--- src/btob_consts.vh ---
/*
 * btob_consts.vh - constants of the bit-toggle / overflow-branch / skip
 * execute logic: opcode fields, quarter-cycle codes, idle costs, widths.
 * Assumes it is included by bare name from each design file.
 */
`ifndef BTOB_CONSTS_VH
`define BTOB_CONSTS_VH

// ======================================================================
// opcode fields
// ======================================================================
`define BTOB_OPC_HI          15
`define BTOB_OPC_LO          12
`define BTOB_BIT_HI          11
`define BTOB_BIT_LO          9
`define BTOB_ACC_POS         8
`define BTOB_FILE_HI         7
`define BTOB_FILE_LO         0
`define BTOB_BR_HI           15
`define BTOB_BR_LO           8
`define BTOB_OPC_TOGGLE      4'h7
`define BTOB_OPC_SKIP_CLR    4'hb
`define BTOB_OPC_SKIP_SET    4'ha
`define BTOB_BR_OVF          8'he4

// ======================================================================
// banking
// ======================================================================
`define BTOB_ACC_SPLIT       8'h80
`define BTOB_ACC_LO_BANK     4'h0
`define BTOB_ACC_HI_BANK     4'hf

// ======================================================================
// quarter-cycle one-hot codes
// ======================================================================
`define BTOB_Q1              4'h1
`define BTOB_Q2              4'h2
`define BTOB_Q3              4'h4
`define BTOB_Q4              4'h8

// ======================================================================
// idle cycles inserted after an instruction
// ======================================================================
`define BTOB_IDLE_NONE       2'h0
`define BTOB_IDLE_BRANCH     2'h1
`define BTOB_IDLE_SKIP1      2'h1
`define BTOB_IDLE_SKIP2      2'h2

// ======================================================================
// reset values
// ======================================================================
`define BTOB_RST_ADDR        12'h000
`define BTOB_RST_DATA        8'h00
`define BTOB_RST_PC          21'h000000

`endif

--- src/btob_exec.v ---
/*
 * btob_exec.v - decode and execute of the bit-toggle, branch-on-overflow
 * and bit-test-and-skip instructions, one instruction cycle being four
 * clocks (Q1 decode, Q2 read, Q3 process, Q4 write).
 * Assumes: fetch presents instr_word and pc_plus2 (address of the next
 * word) for the whole of Q1; data memory answers rd_data combinationally
 * while dm_rd_ff is high; next_two_word tells, by Q2, whether the
 * prefetched instruction is a two-word one.
 */
`include "btob_consts.vh"

module btob_exec
#(
	parameter PC_W = 21
)
(
	input  wire            clk,
	input  wire            resetn,
	input  wire [15:0]     instr_word,
	input  wire [PC_W-1:0] pc_plus2,
	input  wire            overflow_flag,
	input  wire [3:0]      bank_select_register,
	input  wire [7:0]      rd_data,
	input  wire            next_two_word,
	output wire [3:0]      q_phase,
	output reg  [11:0]     dm_addr_ff,
	output reg             dm_rd_ff,
	output reg             dm_we_ff,
	output reg  [7:0]      dm_wdata_ff,
	output reg             pc_load_ff,
	output reg  [PC_W-1:0] pc_target_ff,
	output reg             idle_cycle_ff
);

	// one-hot operation codes held for the current instruction cycle
	localparam [4:0] OP_NONE   = 5'h01;
	localparam [4:0] OP_TOGGLE = 5'h02;
	localparam [4:0] OP_BRANCH = 5'h04;
	localparam [4:0] OP_SKIPC  = 5'h08;
	localparam [4:0] OP_SKIPS  = 5'h10;

	wire            in_q1;
	wire            in_q2;
	wire            in_q3;
	wire            in_q4;
	reg  [4:0]      nxt_op;
	reg  [4:0]      op_ff;
	reg  [15:0]     ir_ff;
	reg  [PC_W-1:0] pc_inc_ff;
	reg  [7:0]      data_ff;
	reg             ovf_ff;
	reg             two_word_ff;
	reg             skip_ff;
	reg  [1:0]      idle_cnt_ff;
	reg  [1:0]      nxt_idle;
	reg  [3:0]      bank;
	reg  [7:0]      bit_mask;
	wire [PC_W-1:0] offset2;

	// ======================================================================
	// quarter-cycle sequencing
	// ======================================================================
	btob_qphase u_qphase
	(
		.clk    (clk),
		.resetn (resetn),
		.q_ff   (q_phase)
	);

	assign in_q1 = (q_phase == `BTOB_Q1);
	assign in_q2 = (q_phase == `BTOB_Q2);
	assign in_q3 = (q_phase == `BTOB_Q3);
	assign in_q4 = (q_phase == `BTOB_Q4);

	// ======================================================================
	// decode
	// ======================================================================
	// a pending idle cycle swallows the prefetched word whatever it is
	always @*
	begin
		nxt_op = OP_NONE;
		if (idle_cnt_ff != `BTOB_IDLE_NONE)
			nxt_op = OP_NONE;
		else if (instr_word[`BTOB_OPC_HI:`BTOB_OPC_LO] == `BTOB_OPC_TOGGLE)
			nxt_op = OP_TOGGLE;
		else if (instr_word[`BTOB_BR_HI:`BTOB_BR_LO] == `BTOB_BR_OVF)
			nxt_op = OP_BRANCH;
		else if (instr_word[`BTOB_OPC_HI:`BTOB_OPC_LO] == `BTOB_OPC_SKIP_CLR)
			nxt_op = OP_SKIPC;
		else if (instr_word[`BTOB_OPC_HI:`BTOB_OPC_LO] == `BTOB_OPC_SKIP_SET)
			nxt_op = OP_SKIPS;
	end

	// instruction capture at the end of q1
	always @(posedge clk or negedge resetn)
	begin
		if (!resetn)
		begin
			op_ff     <= OP_NONE;
			ir_ff     <= 16'h0000;
			pc_inc_ff <= `BTOB_RST_PC;
		end
		else if (in_q1)
		begin
			op_ff     <= nxt_op;
			ir_ff     <= instr_word;
			pc_inc_ff <= pc_plus2;
		end
	end

	// ======================================================================
	// operand address
	// ======================================================================
	// bank resolution
	always @*
	begin
		bank = bank_select_register;
		if (!instr_word[`BTOB_ACC_POS])
		begin
			if (instr_word[`BTOB_FILE_HI:`BTOB_FILE_LO] < `BTOB_ACC_SPLIT)
				bank = `BTOB_ACC_LO_BANK;
			else
				bank = `BTOB_ACC_HI_BANK;
		end
	end

	// address and read strobe stand for the whole of q2
	always @(posedge clk or negedge resetn)
	begin
		if (!resetn)
		begin
			dm_addr_ff <= `BTOB_RST_ADDR;
			dm_rd_ff   <= 1'b0;
		end
		else if (in_q1)
		begin
			dm_addr_ff <= {bank, instr_word[`BTOB_FILE_HI:`BTOB_FILE_LO]};
			dm_rd_ff   <= (nxt_op == OP_TOGGLE) || (nxt_op == OP_SKIPC) ||
				(nxt_op == OP_SKIPS);
		end
		else
			dm_rd_ff <= 1'b0;
	end

	// ======================================================================
	// read and process
	// ======================================================================
	// one-hot mask of the selected bit
	always @*
	begin
		bit_mask = 8'h01 << ir_ff[`BTOB_BIT_HI:`BTOB_BIT_LO];
	end

	// read data and flags are sampled at the end of q2
	always @(posedge clk or negedge resetn)
	begin
		if (!resetn)
		begin
			data_ff     <= `BTOB_RST_DATA;
			ovf_ff      <= 1'b0;
			two_word_ff <= 1'b0;
		end
		else if (in_q2)
		begin
			data_ff     <= rd_data;
			ovf_ff      <= overflow_flag;
			two_word_ff <= next_two_word;
		end
	end

	assign offset2 = {{(PC_W-9){ir_ff[7]}}, ir_ff[7:0], 1'b0};

	// ======================================================================
	// q4 write-back and program counter load
	// ======================================================================
	// strobes are raised at the end of q3 so they stand exactly during q4
	always @(posedge clk or negedge resetn)
	begin
		if (!resetn)
		begin
			dm_we_ff     <= 1'b0;
			dm_wdata_ff  <= `BTOB_RST_DATA;
			pc_load_ff   <= 1'b0;
			pc_target_ff <= `BTOB_RST_PC;
			skip_ff      <= 1'b0;
		end
		else if (in_q3)
		begin
			dm_wdata_ff <= data_ff ^ bit_mask;
			dm_we_ff    <= (op_ff == OP_TOGGLE);
			pc_target_ff <= pc_inc_ff + offset2;
			pc_load_ff  <= (op_ff == OP_BRANCH) && ovf_ff;
			// skip test on the read bit
			skip_ff     <= ((op_ff == OP_SKIPC) && !(|(data_ff & bit_mask))) ||
				((op_ff == OP_SKIPS) && (|(data_ff & bit_mask)));
		end
		else
		begin
			dm_we_ff   <= 1'b0;
			pc_load_ff <= 1'b0;
			skip_ff    <= 1'b0;
		end
	end

	// ======================================================================
	// idle cycle insertion
	// ======================================================================
	// idle cycles are counted at the end of q4 of the instruction
	always @*
	begin
		nxt_idle = idle_cnt_ff;
		if (in_q4)
		begin
			// taken branch adds one idle cycle
			if (pc_load_ff)
				nxt_idle = `BTOB_IDLE_BRANCH;
			// skip over one or two words
			else if (skip_ff)
				nxt_idle = two_word_ff ? `BTOB_IDLE_SKIP2 : `BTOB_IDLE_SKIP1;
			else if (idle_cnt_ff != `BTOB_IDLE_NONE)
				nxt_idle = idle_cnt_ff - 2'h1;
		end
	end

	// idle flag covers the whole instruction cycle being discarded
	always @(posedge clk or negedge resetn)
	begin
		if (!resetn)
		begin
			idle_cnt_ff   <= `BTOB_IDLE_NONE;
			idle_cycle_ff <= 1'b0;
		end
		else
		begin
			idle_cnt_ff <= nxt_idle;
			if (in_q4)
				idle_cycle_ff <= (nxt_idle != `BTOB_IDLE_NONE);
		end
	end

endmodule // btob_exec

--- src/btob_qphase.v ---
/*
 * btob_qphase.v - quarter-cycle sequencer: a one-hot ring Q1..Q4 that
 * splits each instruction cycle into four core clocks.
 * Assumes a free-running clock and an asynchronous active-low reset.
 */
`include "btob_consts.vh"

module btob_qphase
(
	input  wire       clk,
	input  wire       resetn,
	output reg  [3:0] q_ff
);

	localparam [3:0] ST_Q1 = `BTOB_Q1;
	localparam [3:0] ST_Q2 = `BTOB_Q2;
	localparam [3:0] ST_Q3 = `BTOB_Q3;
	localparam [3:0] ST_Q4 = `BTOB_Q4;

	reg [3:0] nxt_q;

	// ======================================================================
	// ring advance
	// ======================================================================
	// a corrupted code falls back to q1 so the ring always recovers
	always @*
	begin
		case (q_ff)
			ST_Q1:   nxt_q = ST_Q2;
			ST_Q2:   nxt_q = ST_Q3;
			ST_Q3:   nxt_q = ST_Q4;
			ST_Q4:   nxt_q = ST_Q1;
			default: nxt_q = ST_Q1;
		endcase
	end

	// phase register
	always @(posedge clk or negedge resetn)
	begin
		if (!resetn)
			q_ff <= ST_Q1;
		else
			q_ff <= nxt_q;
	end

endmodule // btob_qphase

--- config.mk ---
export PLATFORM = sky130hd
export DESIGN_NAME = btob_exec
export DESIGN_NICKNAME = d
export VERILOG_FILES = /design/src/btob_exec.v /design/src/btob_qphase.v
export VERILOG_INCLUDE_DIRS = /design/src /design/src/src
export SDC_FILE = /design/constraint.sdc
export NUM_CORES = 1
export LEC_CHECK = 0
export BUFFER_PORTS_ARGS = -buffer_cell sky130_fd_sc_hd__buf_2
export CORE_UTILIZATION = 40
export DETAILED_ROUTE_END_ITERATION = 7
export HOLD_SLACK_MARGIN = 0.02
export SLEW_MARGIN = 30
export SYNTH_ARGS = -nofsm -noshare
export SYNTH_HDL_FRONTEND = slang
export SYNTH_SLANG_ARGS = --single-unit
export TNS_END_PERCENT = 10
--- constraint.sdc ---
create_clock -name clk -period 5.9 [get_ports clk]
set_clock_uncertainty 0.15 [all_clocks]
set_input_delay 1.18 -clock clk [delete_from_list [all_inputs] [get_ports clk]]
set_output_delay 1.18 -clock clk [all_outputs]
set_load 0.005 [all_outputs]
* Word-level counts from Yosys, hierarchy flattened
Index checks and enable logic that the tools add are counted.
** Word-level totals
- Bits in registers :: 100
- Bits in latches :: 0
- Bits in writable memories :: 0
- Bits in read-only memories :: 0
- Input port bits :: 53
- Output and inout bits :: 49
- Memories kept :: 0
** Cells by class
- Add/subtract/negate cells :: 2
- $mul :: 0
- Divide/modulo/power cells :: 0
- Order comparisons :: 1
- Equal/unequal tests :: 15
- Shift operators :: 1
- Muxes and demuxes :: 17
- Bitwise gates (word level) :: 2
- Reductions and logical operators :: 10
** Operators with widths (count)
- 5-bit 2-to-1 mux :: 5
- 21-bit adder :: 1
- 4-bit == test, second input constant :: 3
- 4-bit case mux with 3 select lines :: 1
- 5-bit by 2-bit == test with 1-bit output, second input constant :: 2
- 5-bit by 4-bit == test with 1-bit output, second input constant :: 2
- 5-bit == test, second input constant :: 2
- 2-bit 2-to-1 mux :: 5
- 8-bit bitwise AND :: 1
- 4-bit by 3-bit == test with 1-bit output, second input constant :: 2
- 8-bit == test, second input constant :: 1
- 8-bit less-than comparator, second input constant :: 1
- 4-bit 2-to-1 mux :: 2
- 8-bit OR reduction :: 1
- 1-bit by 3-bit left shift with 8-bit output, first input constant :: 1
- 8-bit XOR :: 1
- 5-bit by 3-bit == test with 1-bit output, second input constant :: 1
- 4-bit by 1-bit == test with 1-bit output, second input constant :: 1
- 4-bit by 2-bit == test with 1-bit output, second input constant :: 1
- 1-bit 2-to-1 mux :: 4
- 2-bit nonzero test :: 2
- 1-bit logical AND :: 3
- 1-bit logical OR :: 3
- 2-bit by 1-bit subtractor with 2-bit output, second input constant :: 1
- 1-bit zero test :: 1

* Longest topological paths before layout
- Depth in word-level cells :: 10
- Mapped depth :: 8
- Mapped depth without buffers :: 8

* By module
From an unflattened synthesis, not the netlist that was laid out.
** Second synthesis, totals
- Cell total of the unflattened synthesis :: 517
- Area total of the unflattened synthesis :: 4793.3 sq um
** Modules (own cells, without submodules)
- btob_exec :: instances 1, cells an instance 506, area each 4640.7 sq um
- btob_qphase :: instances 1, cells an instance 11, area each 152.6 sq um

* Worst setup path after synthesis
Ideal clock, no wire load.
- Path kind :: register to register
- Start point :: register ir_ff[0]
- End point :: register pc_target_ff[17]
- Setup time :: 133 ps
- Arrival :: 2035 ps
- Path slack :: 3582 ps
- Cell stages (with the launch flop) :: 9
- Buffers on the path :: 0
- Clock period less this slack :: 2318 ps
- Path through :: dfrtp_1 ha_1 fa_1 a211o_1 a211oi_1 nor4_1 o21ai_0 xor2_1 o21ai_0
** On the way
- Longest elaborated chain between the ends :: 1
** Ends and longest elaborated chain
- from (decl) :: line btob_exec.v:48 : reg [15:0] ir_ff;
- from (signal assigned) :: line btob_exec.v:106 : ir_ff <= instr_word;
- 21-bit adder :: line btob_exec.v:191 : pc_target_ff <= pc_inc_ff + offset2;
- to (signal assigned) :: line btob_exec.v:184 : pc_target_ff <= `BTOB_RST_PC;
- to (signal assigned) :: line btob_exec.v:191
- to (decl) :: line btob_exec.v:31 : output reg [PC_W-1:0] pc_target_ff,
No other way between the ends.
A chain may end at the register's enable or synchronous reset.

* Final worst setup path
- Start point :: register u_qphase.q_ff[0]
- End point :: register pc_target_ff[19]
** On the way
- Longest elaborated chain between the ends :: 1
** Ends and longest elaborated chain
- from (decl) :: line btob_qphase.v:12 : output reg [3:0] q_ff
- from (signal assigned) :: line btob_qphase.v:43 : q_ff <= nxt_q;
- 4-bit by 3-bit == test with 1-bit output
No other way between the ends.

==> impl_metrics.yaml <==
place:
  dp.cells: 735
  dp_hpwl_um: 7820
  buffer_ports.inserted: 101
  gp_congestion: 0.899
drt:
  initialDrtViolationCount: 155
  route.vias.total: 3826
  vias_per_cell: 5.09
  totalWireLength_um: 10700
  route.antenna.remaining_nets: 0
  post_drt_wl_per_cell_um: 14.3
  drc_errors: 0
  detail_route.first_pass.iterations: 4
logic_synthesis:
  synth-seq-cells: 91
  synthesis.instances: 518
  synth_flop_cell: "sky130_fd_sc_hd__dfrtp_1"
  synth-warning-count: 0
  syn-num-nets: 599
  async_flop_share_pct: 100
  number_of_enable_type_register_cells_in_the_synthesized_netlist: 0
  post_synth_instance_area_um2: 4710
  yosys_cell_types: 54
  post_synth.cell_area_avg_um2: 9.09
  seq_area_frac_synth_pct: 48.4
clock_tree:
  holdBufCountCts: 0
  cts-root-buf: "sky130_fd_sc_hd__clkbuf_16"
  clock_tree.buffer_depth: 2
  tritoncts.num_buffers: 9
  post-cts-setup-buffers: 0
  cts_max_level: 3
  clock_latency_at_the_later_pin_of_the_worst_skew_pair_ns: 0.35
  clock_pin_slew_on_the_worst_setup_and_hold_paths_ns: 0.07
  post_cts.resized_instances: 0
  cts_tree: "yes"
  clkSinkCount: 91
timing:
  timing.final.crit_period_ns: 2.72
  period_share_pct: 46.1
  finalSetupViolCount: 0
  slew-limit-headroom_pct: 41.6
  worstMarginPinSlew_ns: 0.864
  finalHoldViolCount: 0
  timing.setup.tns_ns: 0
  setup_repair_after_global_routing_missed_its_margin: "false"
  maxSlewViolCount: 0
  max_clock_freq_mhz: 368
power_and_ir_drop:
  p_per_area_nw_per_um2: 285
  peak_supply_drop_mv: 0.133
  switchingPower_mw: 0.407
  power.leakage_nw: 2.88
  power.internal_mw: 1.19
  netSwitchingFraction_pct: 25.4
  share_clk_of_total_power_pct: 41.2
  share_seq_of_total_power_pct: 44.4
  comb_power_share_pct: 14.4
die:
  fp.coreArea_um2: 11500
  dieWidth_um: 111
  top_level_ports: 102
  num_rows: 39
  initial_utilization_pct: 41.1
  die_h_um: 111
  die_area_um2: 12200
min_path:
  hp-class: "flop to flop"
worst_setup_path:
  timing.critical_path.slowest_stage_cell: "sky130_fd_sc_hd__dfstp_2"
  worstSetupEndpointType: "flop"
  critical_path_arrival_ns: 2.80
  worst_path_largest_cell_delay_ns: 0.58
  critPathKind: "flop to flop"
  cp_max_fo: 52
  critPathLaunchType: "flop"
  worst-endpoint-required_ns: 5.98
  timing.critical_path.cells: "or4b_1 -> buf_4 -> clkinv_1 -> and3_1 -> a221oi_1 -> nand3_1"
cells_and_area:
  diode_count: 0
  instances_no_fill: 751
  finish.net_count: 684
  drive_above_1_share_pct: 22.5
  utilization_pct: 49.0
  areaGrowthSynthToFinish_pct: 19.3
  n_fill_cell: 1095
  final_common_cell: "sky130_fd_sc_hd__nand2_1"
  final_cell_mix: "sky130_fd_sc_hd__nand2_1, sky130_fd_sc_hd__buf_2, sky130_fd_sc_hd__dfrtp_1, sky130_fd_sc_hd__o21ai_0, sky130_fd_sc_hd__a21oi_1"
status:
  status: "finished clean"
global_route:
  grt_max_degree: 53
  grt_first_pass_wirelength_um: 18200
  vias_in_the_first_global_route: 3830
  grt_util_all_layers_pct: 18.8
  antenna_found_initial: 0
  globalRoute.totalOverflow: 0
flow_run:
  cap_violations: 0
worst paths after layout:
| path | startpoint | end | slack (ns) | cells past startpoint |
|---|---|---|---|---|
| setup / recovery | u_qphase.q_ff[0]$_DFF_PN1_ | pc_target_ff[19]$_DFFE_PN0P_ | 3.18 | 6 |
| hold / removal | op_ff[0]$_DFFE_PN1N_ | op_ff[0]$_DFFE_PN1N_ | 0.32 | 2 |
| setup reg to reg | u_qphase.q_ff[0]$_DFF_PN1_ | pc_target_ff[19]$_DFFE_PN0P_ | 3.18 | 6 |
| hold reg to reg | op_ff[0]$_DFFE_PN1N_ | op_ff[0]$_DFFE_PN1N_ | 0.32 | 2 |
| max in group asynchronous | resetn | dm_rd_ff$_DFF_PN0_ | 3.93 | 2 |
| min in group asynchronous | resetn | dm_wdata_ff[5]$_DFFE_PN0P_ | 0.66 | 1 |
registers in the layout, summed over array words and instances (netlist names):
name           cells
ir_ff             11
dm_rd_ff           1
pc_inc_ff         21
idle_cnt_ff        2
dm_wdata_ff        8
dm_we_ff           1
skip_ff            1
pc_target_ff      21
two_word_ff        1
u_qphase.q_ff      4
ovf_ff             1
op_ff              5
idle_cycle_ff      1
pc_load_ff         1
data_ff            8
dm_addr_ff         4
final cells by class:
| cell class | count | area (um2) | area share [%] |
|---|---|---|---|
| well taps | 143 | 179 | 3.18 |
| flip-flops and latches | 91 | 2280 | 40.6 |
| clock inverters | 7 | 116 | 2.07 |
| repair buffers | 104 | 531 | 9.44 |
| inverters | 5 | 18.8 | 0.334 |
| multi-input cells | 392 | 2270 | 40.4 |
| clock buffers | 9 | 225 | 4.01 |
per-stage QoR:
step | area [um2] | hold WS [ns] | worst slack (ns) | total power, mW
6_report | 5620 | 0.319 | 3.18 | 1.60
3_3_place_gp | 5270 | 0.299 | 3.28 | 0.951
2_1_floorplan | 4710 | 0.289 | 3.58 | 0.851
5_1_grt | 5620 | 0.341 | 2.83 | 1.68
3_5_place_dp | 5280 | 0.309 | 3.16 | 0.956
4_1_cts | 5620 | 0.321 | 3.14 | 1.63
layer usage:
layer / track usage (%) / part of all wire (%)
met3: 4.28 / 4.6
met5: 0 / 0
met4: 7.38 / 1.3
met2: 29.3 / 47
met1: 25.3 / 48
kinds of logic after synthesis:
| kind of cell | count (synthesis) | share of synthesized area [%] |
|---|---|---|
| simple gates | 242 | 22.3 |
| compound gates | 96 | 12.5 |
| flops | 91 | 48.4 |
| buf+inv | 35 | 3.72 |
| fa+ha+maj | 28 | 7.60 |
| xor+xnor | 14 | 2.60 |
| mux | 12 | 2.82 |
synthesized netlist by cell type (all sizes together) (8+ instances only):
| cell type | n | share of area (%) |
|---|---|---|
| buf | 17 | 2.2 |
| mux2 | 10 | 2.4 |
| nand2 | 176 | 14 |
| nand3 | 9 | 0.96 |
| a21o | 11 | 1.8 |
| nor3 | 8 | 0.85 |
| nor2 | 13 | 1.0 |
| dfrtp | 89 | 47 |
| o21ai | 33 | 3.5 |
| a21oi | 28 | 3.0 |
| clkbuf | 13 | 1.1 |
| xor2 | 8 | 1.5 |
| ha | 27 | 7.2 |
critical path: cells and delay by family (launching register included):
kind	cells	cell delay [ns]
buffers and inverters	2	0.98
DFF	1	0.58
AOI/OAI and AO/OA	1	0.28
and+or+nand+nor	3	0.59
power by group through the flow:
| stage | Clock, mW | Combinational (mW) | Sequential, mW |
|---|---|---|---|
| 5_1_grt | 0.702 | 0.264 | 0.719 |
| 3_3_place_gp | 0 | 0.227 | 0.724 |
| 4_1_cts | 0.679 | 0.234 | 0.713 |
| 2_1_floorplan | 0 | 0.134 | 0.717 |
| 6_report | 0.660 | 0.230 | 0.712 |
| 3_5_place_dp | 0 | 0.232 | 0.724 |
Power figures use the tool's default switching activity.
